### config.mk
export PLATFORM = sky130hd
export DESIGN_NAME = spdst_speed_status
export DESIGN_NICKNAME = d
export VERILOG_FILES = /design/src/include/spdst_pkg.sv /design/src/rtl/spdst_speed_status.sv
export VERILOG_INCLUDE_DIRS = /design/src /design/src/include
export SDC_FILE = /design/constraint.sdc
export NUM_CORES = 1
export LEC_CHECK = 0
export BUFFER_PORTS_ARGS = -buffer_cell sky130_fd_sc_hd__buf_2
export CORE_UTILIZATION = 30
export CTS_CLUSTER_SIZE = 14
export DETAILED_ROUTE_END_ITERATION = 10
export PLACE_DENSITY = 0.44
export SKIP_CTS_REPAIR_TIMING = 1
export SKIP_LAST_GASP = 1
export SYNTH_ARGS = -nofsm -noshare
export SYNTH_HDL_FRONTEND = slang
export SYNTH_SLANG_ARGS = --single-unit
### constraint.sdc
create_clock -name core_clk -period 3.7 [get_ports core_clk]
set_input_delay 0.74 -clock core_clk [delete_from_list [all_inputs] [get_ports core_clk]]
set_output_delay 0.74 -clock core_clk [all_outputs]
set_load 0.03 [all_outputs]
### src/include/spdst_cfg.svh
// Register offsets, reset values, threshold limits and codes of the speed status block
`ifndef SPDST_CFG_SVH
`define SPDST_CFG_SVH
`define SPDST_OFF_ROT 8'h00
`define SPDST_OFF_ZERO 8'h04
`define SPDST_OFF_COIN 8'h08
`define SPDST_OFF_NEAR 8'h0c
`define SPDST_OFF_DOSEL0 8'h10
`define SPDST_OFF_DOSEL1 8'h14
`define SPDST_OFF_FLAGS 8'h18
`define SPDST_OFF_IRQ_STAT 8'h1c
`define SPDST_OFF_IRQ_CLR 8'h20
`define SPDST_OFF_IRQ_EN 8'h24
`define SPDST_OFF_FEED 8'h28
`define SPDST_OFF_CMD 8'h2c
`define SPDST_RST_ROT 16'h0014
`define SPDST_RST_ZERO 16'h000a
`define SPDST_RST_COIN 16'h000a
`define SPDST_RST_NEAR 16'h0064
`define SPDST_MIN_THR 16'h0000
`define SPDST_MAX_ROT 16'h03e8
`define SPDST_MAX_ZERO 16'h1770
`define SPDST_MAX_COIN 16'h0064
`define SPDST_MIN_NEAR 16'h000a
`define SPDST_MAX_NEAR 16'h1770
`define SPDST_FN_ROT 8'h84
`define SPDST_FN_ZERO 8'h85
`define SPDST_FN_COIN 8'h88
`define SPDST_FN_NEAR 8'h89
`define SPDST_FN_NONE 8'h00
`define SPDST_DO_NUM 4
`define SPDST_RESP_OKAY 2'b00
`define SPDST_RESP_SLVERR 2'b10
`endif

### src/include/spdst_pkg.sv
// Types shared by the speed status block
package spdst_pkg;
  // Four status flags, bit 0 rotation, 1 zero, 2 coincident, 3 near
  typedef struct packed {
    logic speedNearFlag;
    logic speedCoincidentFlag;
    logic zeroSpeedFlag;
    logic rotationDetectedFlag;
  } spdst_flags_t;

  // Speed sample from the drive control loop
  typedef struct packed {
    logic sampleValid;
    logic signed [15:0] filteredSpeed;
    logic signed [15:0] actualSpeed;
    logic signed [15:0] speedCommand;
  } spdst_speed_t;

  // Write channel states of the register slave
  typedef enum logic [1:0] {SPDST_W_IDLE, SPDST_W_RESP} spdst_wstate_t;
endpackage

### src/rtl/spdst_speed_status.sv
// Speed status comparators with digital output mapping and AXI4-Lite registers
// ----------------------------------------------------------------
// Register map
// ----------------------------------------------------------------
// 0x00 rotation threshold, lanes 0-1, clamped to 0..1000
// 0x04 zero-speed threshold, lanes 0-1, clamped to 0..6000
// 0x08 coincidence threshold, lanes 0-1, clamped to 0..100
// 0x0c approach threshold, lanes 0-1, clamped to 10..6000
// 0x10 terminal function select, byte i for terminal i
// 0x14 reserved, reads zero, writes ignored
// 0x18 flags in bits 3:0, terminal levels in bits 7:4, read only
// 0x1c interrupt status, sticky, read only
// 0x20 interrupt clear, write one to clear, reads zero
// 0x24 interrupt enable, same layout as status
// 0x28 last filtered speed seen with a valid sample, read only
// 0x2c last speed command seen with a valid sample, read only
// Anything above 0x2c or not word aligned answers SLVERR
//
// ----------------------------------------------------------------
// Timing
// ----------------------------------------------------------------
// Edge N with sampleValid high: flags take the new comparison
// Edge N+1: terminal levels follow the flags
// A threshold written at edge M is used by samples after edge M
// Write: address and data taken in either order, one each
// Write: register updated one edge after both halves are held
// Write: response held until the master raises bready
// Read: data latched at the address edge, held until rready
//
// ----------------------------------------------------------------
// Hazards and limits
// ----------------------------------------------------------------
// Flags read zero after reset until the first valid sample
// The first sample usually raises status bits, since flags change
// A flag change and a clear in one cycle keep the status bit set
// Out-of-range writes are clamped, never refused
// Unknown function codes leave their terminal low
// Several terminals may carry the same function
//
// The address map and the AXI4-Lite register port were chosen for this implementation.
`include "spdst_cfg.svh"
`timescale 1ns/1ps
`default_nettype none

module spdst_speed_status (
  input wire logic core_clk,
  input wire logic rst_n,
  // Speed sample, same clock domain
  input wire spdst_pkg::spdst_speed_t speedIn,
  // AXI4-Lite slave
  input wire logic [7:0] s_axi_awaddr,
  input wire logic s_axi_awvalid,
  output logic s_axi_awready,
  input wire logic [31:0] s_axi_wdata,
  input wire logic [3:0] s_axi_wstrb,
  input wire logic s_axi_wvalid,
  output logic s_axi_wready,
  output logic [1:0] s_axi_bresp,
  output logic s_axi_bvalid,
  input wire logic s_axi_bready,
  input wire logic [7:0] s_axi_araddr,
  input wire logic s_axi_arvalid,
  output logic s_axi_arready,
  output logic [31:0] s_axi_rdata,
  output logic [1:0] s_axi_rresp,
  output logic s_axi_rvalid,
  input wire logic s_axi_rready,
  // Status flags and terminals
  output spdst_pkg::spdst_flags_t flags,
  output logic [3:0] digitalOut,
  output logic irq
);
  import spdst_pkg::*;

  // ----------------------------------------------------------------
  // State
  // ----------------------------------------------------------------
  typedef struct packed {
    logic [15:0] rotationDetectThreshold; // Rotation judgment level
    logic [15:0] zeroSpeedThreshold; // Zero-speed level
    logic [15:0] speedCoincideThreshold; // Coincidence window
    logic [15:0] speedApproachThreshold; // Approach level
    logic [31:0] terminalFunction; // Function code per terminal, 8 bits each
    spdst_flags_t flagState; // Current flags
    logic [3:0] doState; // Terminal levels
    logic [3:0] irqStatus; // Sticky flag change events
    logic [3:0] irqEnable; // Interrupt enables
    logic [15:0] feedSpeed; // Last filtered speed seen
    logic [15:0] cmdSpeed; // Last command seen
    spdst_wstate_t wState; // Write channel state
    logic awTaken; // Write address held
    logic wTaken; // Write data held
    logic [7:0] awAddr; // Held write address
    logic [31:0] wData; // Held write data
    logic [3:0] wStrb; // Held byte enables
    logic [1:0] bResp; // Write response code
    logic rValid; // Read data valid
    logic [31:0] rData; // Read data
    logic [1:0] rResp; // Read response code
  } spdst_state_t;

  spdst_state_t st; // Registered state
  spdst_state_t next_st; // Next state

  // ----------------------------------------------------------------
  // Functions
  // ----------------------------------------------------------------
  // Magnitude of a signed speed, kept in 17 bits so the most negative value stays exact
  function automatic logic [16:0] absVal(input logic signed [16:0] v);
    absVal = v[16] ? 17'(-v) : 17'(v);
  endfunction

  // Clamp a threshold write into its legal range
  function automatic logic [15:0] clampThr(input logic [15:0] v, input logic [15:0] lo,
                                           input logic [15:0] hi);
    if (v < lo) begin
      clampThr = lo;
    end else if (v > hi) begin
      clampThr = hi;
    end else begin
      clampThr = v;
    end
  endfunction

  // Merge byte lanes of a write into a 16-bit register
  function automatic logic [15:0] merge16(input logic [15:0] old, input logic [31:0] d,
                                          input logic [3:0] s);
    merge16 = {s[1] ? d[15:8] : old[15:8], s[0] ? d[7:0] : old[7:0]};
  endfunction

  // Is an address one of the mapped registers
  function automatic logic mapped(input logic [7:0] a);
    mapped = (a[1:0] == 2'b00) && (a <= `SPDST_OFF_CMD);
  endfunction

  // ----------------------------------------------------------------
  // Comparators
  // ----------------------------------------------------------------
  logic [16:0] absFiltered; // |filtered speed|
  logic [16:0] absActual; // |actual speed|
  logic [16:0] absDeviation; // |filtered - command|
  spdst_flags_t cmpFlags; // Comparison results
  logic [3:0] doLevels; // Terminal levels from mapping

  always_comb begin
    absFiltered = absVal(17'(speedIn.filteredSpeed));
    absActual = absVal(17'(speedIn.actualSpeed));
    absDeviation = absVal(17'(speedIn.filteredSpeed) - 17'(speedIn.speedCommand));
    cmpFlags.rotationDetectedFlag = absFiltered >= {1'b0, st.rotationDetectThreshold};
    cmpFlags.zeroSpeedFlag = absActual < {1'b0, st.zeroSpeedThreshold};
    cmpFlags.speedCoincidentFlag = absDeviation <= {1'b0, st.speedCoincideThreshold};
    cmpFlags.speedNearFlag = absFiltered > {1'b0, st.speedApproachThreshold};
  end

  // Each terminal shows the flag whose function code is assigned to it
  always_comb begin
    for (int i = 0; i < `SPDST_DO_NUM; i++) begin
      case (st.terminalFunction[i*8 +: 8])
        `SPDST_FN_ROT: doLevels[i] = st.flagState.rotationDetectedFlag;
        `SPDST_FN_ZERO: doLevels[i] = st.flagState.zeroSpeedFlag;
        `SPDST_FN_COIN: doLevels[i] = st.flagState.speedCoincidentFlag;
        `SPDST_FN_NEAR: doLevels[i] = st.flagState.speedNearFlag;
        default: doLevels[i] = 1'b0;
      endcase
    end
  end

  // ----------------------------------------------------------------
  // Next state
  // ----------------------------------------------------------------
  logic wFire; // Both write halves held, no response pending
  logic [31:0] readWord; // Read mux output
  logic [3:0] flagEvents; // Flags that changed this cycle
  logic [3:0] clrMask; // Interrupt bits cleared by software

  always_comb begin
    next_st = st;
    readWord = 32'h0000_0000;
    clrMask = 4'h0;
    // Evaluate once per valid sample with the thresholds now in force
    flagEvents = 4'h0;
    if (speedIn.sampleValid) begin
      next_st.flagState = cmpFlags;
      next_st.feedSpeed = speedIn.filteredSpeed;
      next_st.cmdSpeed = speedIn.speedCommand;
      flagEvents = cmpFlags ^ st.flagState;
    end
    next_st.doState = doLevels;
    // Address and data taken in either order
    if (s_axi_awvalid && s_axi_awready) begin
      next_st.awTaken = 1'b1;
      next_st.awAddr = s_axi_awaddr;
    end
    if (s_axi_wvalid && s_axi_wready) begin
      next_st.wTaken = 1'b1;
      next_st.wData = s_axi_wdata;
      next_st.wStrb = s_axi_wstrb;
    end
    wFire = st.awTaken && st.wTaken && (st.wState == SPDST_W_IDLE);
    case (st.wState)
      SPDST_W_IDLE: begin
        if (wFire) begin
          next_st.wState = SPDST_W_RESP;
          next_st.awTaken = 1'b0;
          next_st.wTaken = 1'b0;
          next_st.bResp = mapped(st.awAddr) ? `SPDST_RESP_OKAY : `SPDST_RESP_SLVERR;
          case (st.awAddr)
            `SPDST_OFF_ROT: next_st.rotationDetectThreshold = clampThr(
              merge16(st.rotationDetectThreshold, st.wData, st.wStrb),
              `SPDST_MIN_THR, `SPDST_MAX_ROT);
            `SPDST_OFF_ZERO: next_st.zeroSpeedThreshold = clampThr(
              merge16(st.zeroSpeedThreshold, st.wData, st.wStrb),
              `SPDST_MIN_THR, `SPDST_MAX_ZERO);
            `SPDST_OFF_COIN: next_st.speedCoincideThreshold = clampThr(
              merge16(st.speedCoincideThreshold, st.wData, st.wStrb),
              `SPDST_MIN_THR, `SPDST_MAX_COIN);
            `SPDST_OFF_NEAR: next_st.speedApproachThreshold = clampThr(
              merge16(st.speedApproachThreshold, st.wData, st.wStrb),
              `SPDST_MIN_NEAR, `SPDST_MAX_NEAR);
            `SPDST_OFF_DOSEL0: begin
              for (int b = 0; b < 4; b++) begin
                if (st.wStrb[b]) begin
                  next_st.terminalFunction[b*8 +: 8] = st.wData[b*8 +: 8];
                end
              end
            end
            `SPDST_OFF_IRQ_CLR: clrMask = st.wStrb[0] ? st.wData[3:0] : 4'h0;
            `SPDST_OFF_IRQ_EN: begin
              if (st.wStrb[0]) begin
                next_st.irqEnable = st.wData[3:0];
              end
            end
            default: ; // Read-only or unmapped: no effect
          endcase
        end
      end
      SPDST_W_RESP: begin
        // Hold response until the master takes it
        if (s_axi_bready) begin
          next_st.wState = SPDST_W_IDLE;
        end
      end
      default: next_st.wState = SPDST_W_IDLE;
    endcase
    // Sticky events: a new event wins over a clear in the same cycle
    next_st.irqStatus = (st.irqStatus & ~clrMask) | flagEvents;
    // Read channel
    // Data is latched at the address edge, so a flag that moves
    // while rvalid waits does not tear the returned word
    case (s_axi_araddr)
      `SPDST_OFF_ROT: readWord = {16'h0000, st.rotationDetectThreshold};
      `SPDST_OFF_ZERO: readWord = {16'h0000, st.zeroSpeedThreshold};
      `SPDST_OFF_COIN: readWord = {16'h0000, st.speedCoincideThreshold};
      `SPDST_OFF_NEAR: readWord = {16'h0000, st.speedApproachThreshold};
      `SPDST_OFF_DOSEL0: readWord = st.terminalFunction;
      `SPDST_OFF_FLAGS: readWord = {24'h000000, st.doState, st.flagState};
      `SPDST_OFF_IRQ_STAT: readWord = {28'h0000000, st.irqStatus};
      `SPDST_OFF_IRQ_EN: readWord = {28'h0000000, st.irqEnable};
      `SPDST_OFF_FEED: readWord = {16'h0000, st.feedSpeed};
      `SPDST_OFF_CMD: readWord = {16'h0000, st.cmdSpeed};
      default: readWord = 32'h0000_0000;
    endcase
    if (s_axi_arvalid && s_axi_arready) begin
      next_st.rValid = 1'b1;
      next_st.rData = readWord;
      next_st.rResp = mapped(s_axi_araddr) ? `SPDST_RESP_OKAY : `SPDST_RESP_SLVERR;
    end else if (st.rValid && s_axi_rready) begin
      next_st.rValid = 1'b0;
    end
  end

  // ----------------------------------------------------------------
  // State register
  // ----------------------------------------------------------------
  always_ff @(posedge core_clk or negedge rst_n) begin
    if (!rst_n) begin
      st <= '0;
      st.rotationDetectThreshold <= `SPDST_RST_ROT;
      st.zeroSpeedThreshold <= `SPDST_RST_ZERO;
      st.speedCoincideThreshold <= `SPDST_RST_COIN;
      st.speedApproachThreshold <= `SPDST_RST_NEAR;
      st.wState <= SPDST_W_IDLE;
    end else begin
      st <= next_st;
    end
  end

  // ----------------------------------------------------------------
  // Outputs
  // ----------------------------------------------------------------
  // Ready signals are decoded from registers only, never from valid,
  // so no combinational path runs from master back to master
  assign s_axi_awready = !st.awTaken && (st.wState == SPDST_W_IDLE);
  assign s_axi_wready = !st.wTaken && (st.wState == SPDST_W_IDLE);
  assign s_axi_bvalid = (st.wState == SPDST_W_RESP);
  assign s_axi_bresp = st.bResp;
  assign s_axi_arready = !st.rValid;
  assign s_axi_rvalid = st.rValid;
  assign s_axi_rdata = st.rData;
  assign s_axi_rresp = st.rResp;
  assign flags = st.flagState;
  assign digitalOut = st.doState;
  // Level interrupt: high while any enabled status bit is set
  assign irq = |(st.irqStatus & st.irqEnable);

endmodule // spdst_speed_status

`default_nettype wire

==> qor.txt <==
Routability congestion estimate: 0.879
Cell Area, Synth: 14000 um2
Vias in the first global route: 11935
XOR/XNOR Fraction of Synth Area: 0.0320
Final Core Density: 0.379
Initial antenna violation count: 0
Failing checks: negative setup slack
GRT Residual Overflow: 0
CP Max Fanout: 4
Crit path arrival time: 4.29 ns
WP data required: 4.14 ns
Syn_area_per_cell: 9.57 um2
Mux contribution to synthesized area: 0.0845
Final period demand of the worst path: 3.86 ns
Crit Reg-Reg Startpoint: st[38]
Flop2flop setup slack: 0.71 ns
Post-synth ARST share: 1.00
CTS max path bufs: 3
Power density over the cells: 538 nW/um2
Final net count: 1888
Relative slew slack: 0.275
Detailed Place HPWL: 37800 um
Register-to-Register Path Depth: 8
Largest net degree at the start of global routing: 89
Top FF cell, synth: dfrtp_1
Ys Warns: 0
Clk_lat worst skew: 0.57 ns
Post-synthesis compound-gate area fraction: 0.193
Worst Clk Skew: 0.0203 ns
Unrepaired setup endpoints after global routing: true
Final hold violations: 0
Starting Density: 0.306
Register area share after synthesis: 0.406
Total Routed Length: 48200 um
Critical path class: primary input to flop
CORE AREA: 45700 um2
Area Overhead vs Synth: 24.0%
Post-placement cell count: 2262
Final cell count without fillers: 2319
EDFF count, synth: 0
# rows: 78
Max VDD drop: 0.324 mV
PnR worst setup slack: -0.155 ns
Post-Synth Adder-Cell Area: 0.0749
Top Ports: 158
Endpoints failing setup: 2
TritonCTS clock tree: built
Setup TNS: -0.237 ns
Max-slew violations: 0
Worst hold path class: primary input to asynchronous set/reset pin
Number of synthesized register bits: 226
P_leak: 7.74 nW
Vias per cell: 5.23
Status: finished with violations
Starting DRT DRC Count: 965
Detail Route Antenna Nets: 0
Die area: 47400 um2
Drt pass-1 iters: 10
Measured slew at the worst slew-check pin: 1.08 ns
Tcrit/Tclk final: 1.04
Die width: 218 um
Clock root buffer: clkbuf_16
Total GRT Usage: 0.203
Vias after detailed routing: 12121
Height of the die: 218 um
Diodes inserted: 0
Critical path endpoint category: flop
Num CTS Buffers: 28
# port buffers: 155
Max cap viols: 0
Clock sinks: 226
First-pass GRT wire length: 73000 um
Critical R2R Capture: st[183]
DR WL/cell: 20.8 um
Max Freq: 259 MHz
DR DRC count: 0
H-tree levels: 1
Largest family of logic cells by synthesized area: compound AO/OA/AOI/OAI gates
Crit path launch type: primary input
Simple-gate share of the synthesized area: 0.138
Synthesized instance count: 1460
Yosys cell types: 92
Share of layout cells above drive strength 1: 0.299
CTS clk-pin slew, worst paths: 0.06 ns
worst max-delay path by stage:
stage,to,slack (ns),start
3_3_place_gp,st[123],-0.75,speedIn[32]
6_report,st[123],-0.16,speedIn[32]
3_5_place_dp,st[123],-0.81,speedIn[32]
2_1_floorplan,st[123],-0.45,speedIn[32]
4_1_cts,st[123],-0.21,speedIn[32]
5_1_grt,st[123],-0.34,speedIn[32]
through the flow:
stage	setup WS, ns	hold slack (ns)	instance area (um2)	total power, mW
2_1_floorplan	-0.446	0.424	14000	5.19
3_3_place_gp	-0.751	0.458	16200	6.39
3_5_place_dp	-0.812	0.464	16200	6.42
4_1_cts	-0.210	0.217	17100	9.38
5_1_grt	-0.339	0.240	17300	9.86
6_report	-0.155	0.185	17300	9.32
layout make-up:
class	instances	area [um2]
fillers	4676	28400
multi-input cells	1022	7470
flip-flops and latches	226	5670
repair buffers	313	2050
clock buffers	43	817
well taps	600	751
inverters	106	410
clock inverters	9	156
worst max-delay path, cell delays in order:
cell       delay, ns
buf_12          0.09
inv_12          0.03
ha_4            0.15
fa_2            0.34
nand2b_4        0.17
a21bo_4         0.23
a2111oi_4       0.35
a311oi_2        0.09
a211o_2         0.37
nor4_4          0.32
a31oi_2         0.14
xnor2_1         0.15
ha_1            0.33
nand4_1         0.12
nor4_2          0.27
a21oi_2         0.07
a32oi_1         0.20
o211ai_1        0.12
Yosys cell counts (20+ instances only):
library cell / n / area share
a222oi_1: 25 / 0.018
o21ai_0: 100 / 0.036
a22oi_1: 29 / 0.016
ha_1: 82 / 0.073
inv_1: 106 / 0.028
xnor2_1: 30 / 0.019
nor2_1: 82 / 0.022
a21o_1: 20 / 0.011
nand3_1: 23 / 0.0082
a21oi_1: 67 / 0.024
clkbuf_1: 43 / 0.012
dfrtp_1: 217 / 0.39
mux2_2: 95 / 0.077
buf_4: 45 / 0.024
nand4_1: 21 / 0.0094
nand2_1: 153 / 0.041
layout by cell type, fill, tap and decap left out, drive strengths merged, types with 6 or more instances in the layout:
| master | count |
|---|---|
| dfrtp | 217 |
| nor2 | 82 |
| mux2i | 11 |
| nand2b | 11 |
| or4 | 8 |
| nor3b | 9 |
| ha | 82 |
| nand3 | 24 |
| a21oi | 68 |
| or3 | 8 |
| xor2 | 17 |
| nand4 | 21 |
| mux2 | 95 |
| a21o | 20 |
| nor3 | 19 |
| nand2 | 153 |
| o211ai | 6 |
| nor4 | 18 |
| clkbuf | 44 |
| a31oi | 16 |
| o31ai | 10 |
| a222oi | 25 |
| a211oi | 7 |
| buf | 312 |
| xnor2 | 31 |
| o21a | 12 |
| inv | 106 |
| o21ai | 110 |
| a22o | 12 |
| o21bai | 7 |
| dfstp | 9 |
| nor2b | 12 |
| and2 | 9 |
| a22oi | 29 |
report_power, final:
part | switching [mW] | internal, mW
clock network | 1.12 | 1.79
registers | 0.563 | 2.91
logic | 1.67 | 1.27
total | 3.35 | 5.97
flip-flops by register name (all words and copies together) (netlist names):
register	flops
digitalOut	4
s_axi_rvalid	1
s_axi_rresp	1
s_axi_rdata	32
flags	4
s_axi_bresp	1
st	183
cell families (layout without fill, tap and decap cells):
group | Yosys count | after routing
muxes | 106 | 106
AOI/OAI and AO/OA | 389 | 389
xor gates and xnor gates | 48 | 48
other | 1 | 2
DFF | 226 | 226
adders and majority gates | 83 | 83
buffers and inverters | 213 | 471
and+or+nand+nor | 394 | 394
per-layer routing:
| layer | wire length [um] | global-route usage | vias to the layer above |
|---|---|---|---|
| met5 | 0 | 0 | - |
| met1 | 22100 | 0.279 | 5921 |
| met3 | 2630 | 0.0325 | 78 |
| li1 | - | - | 5748 |
| met2 | 22000 | 0.322 | 374 |
| met4 | 1570 | 0.0669 | 0 |
No activity file was read; power rests on OpenSTA's default activity.
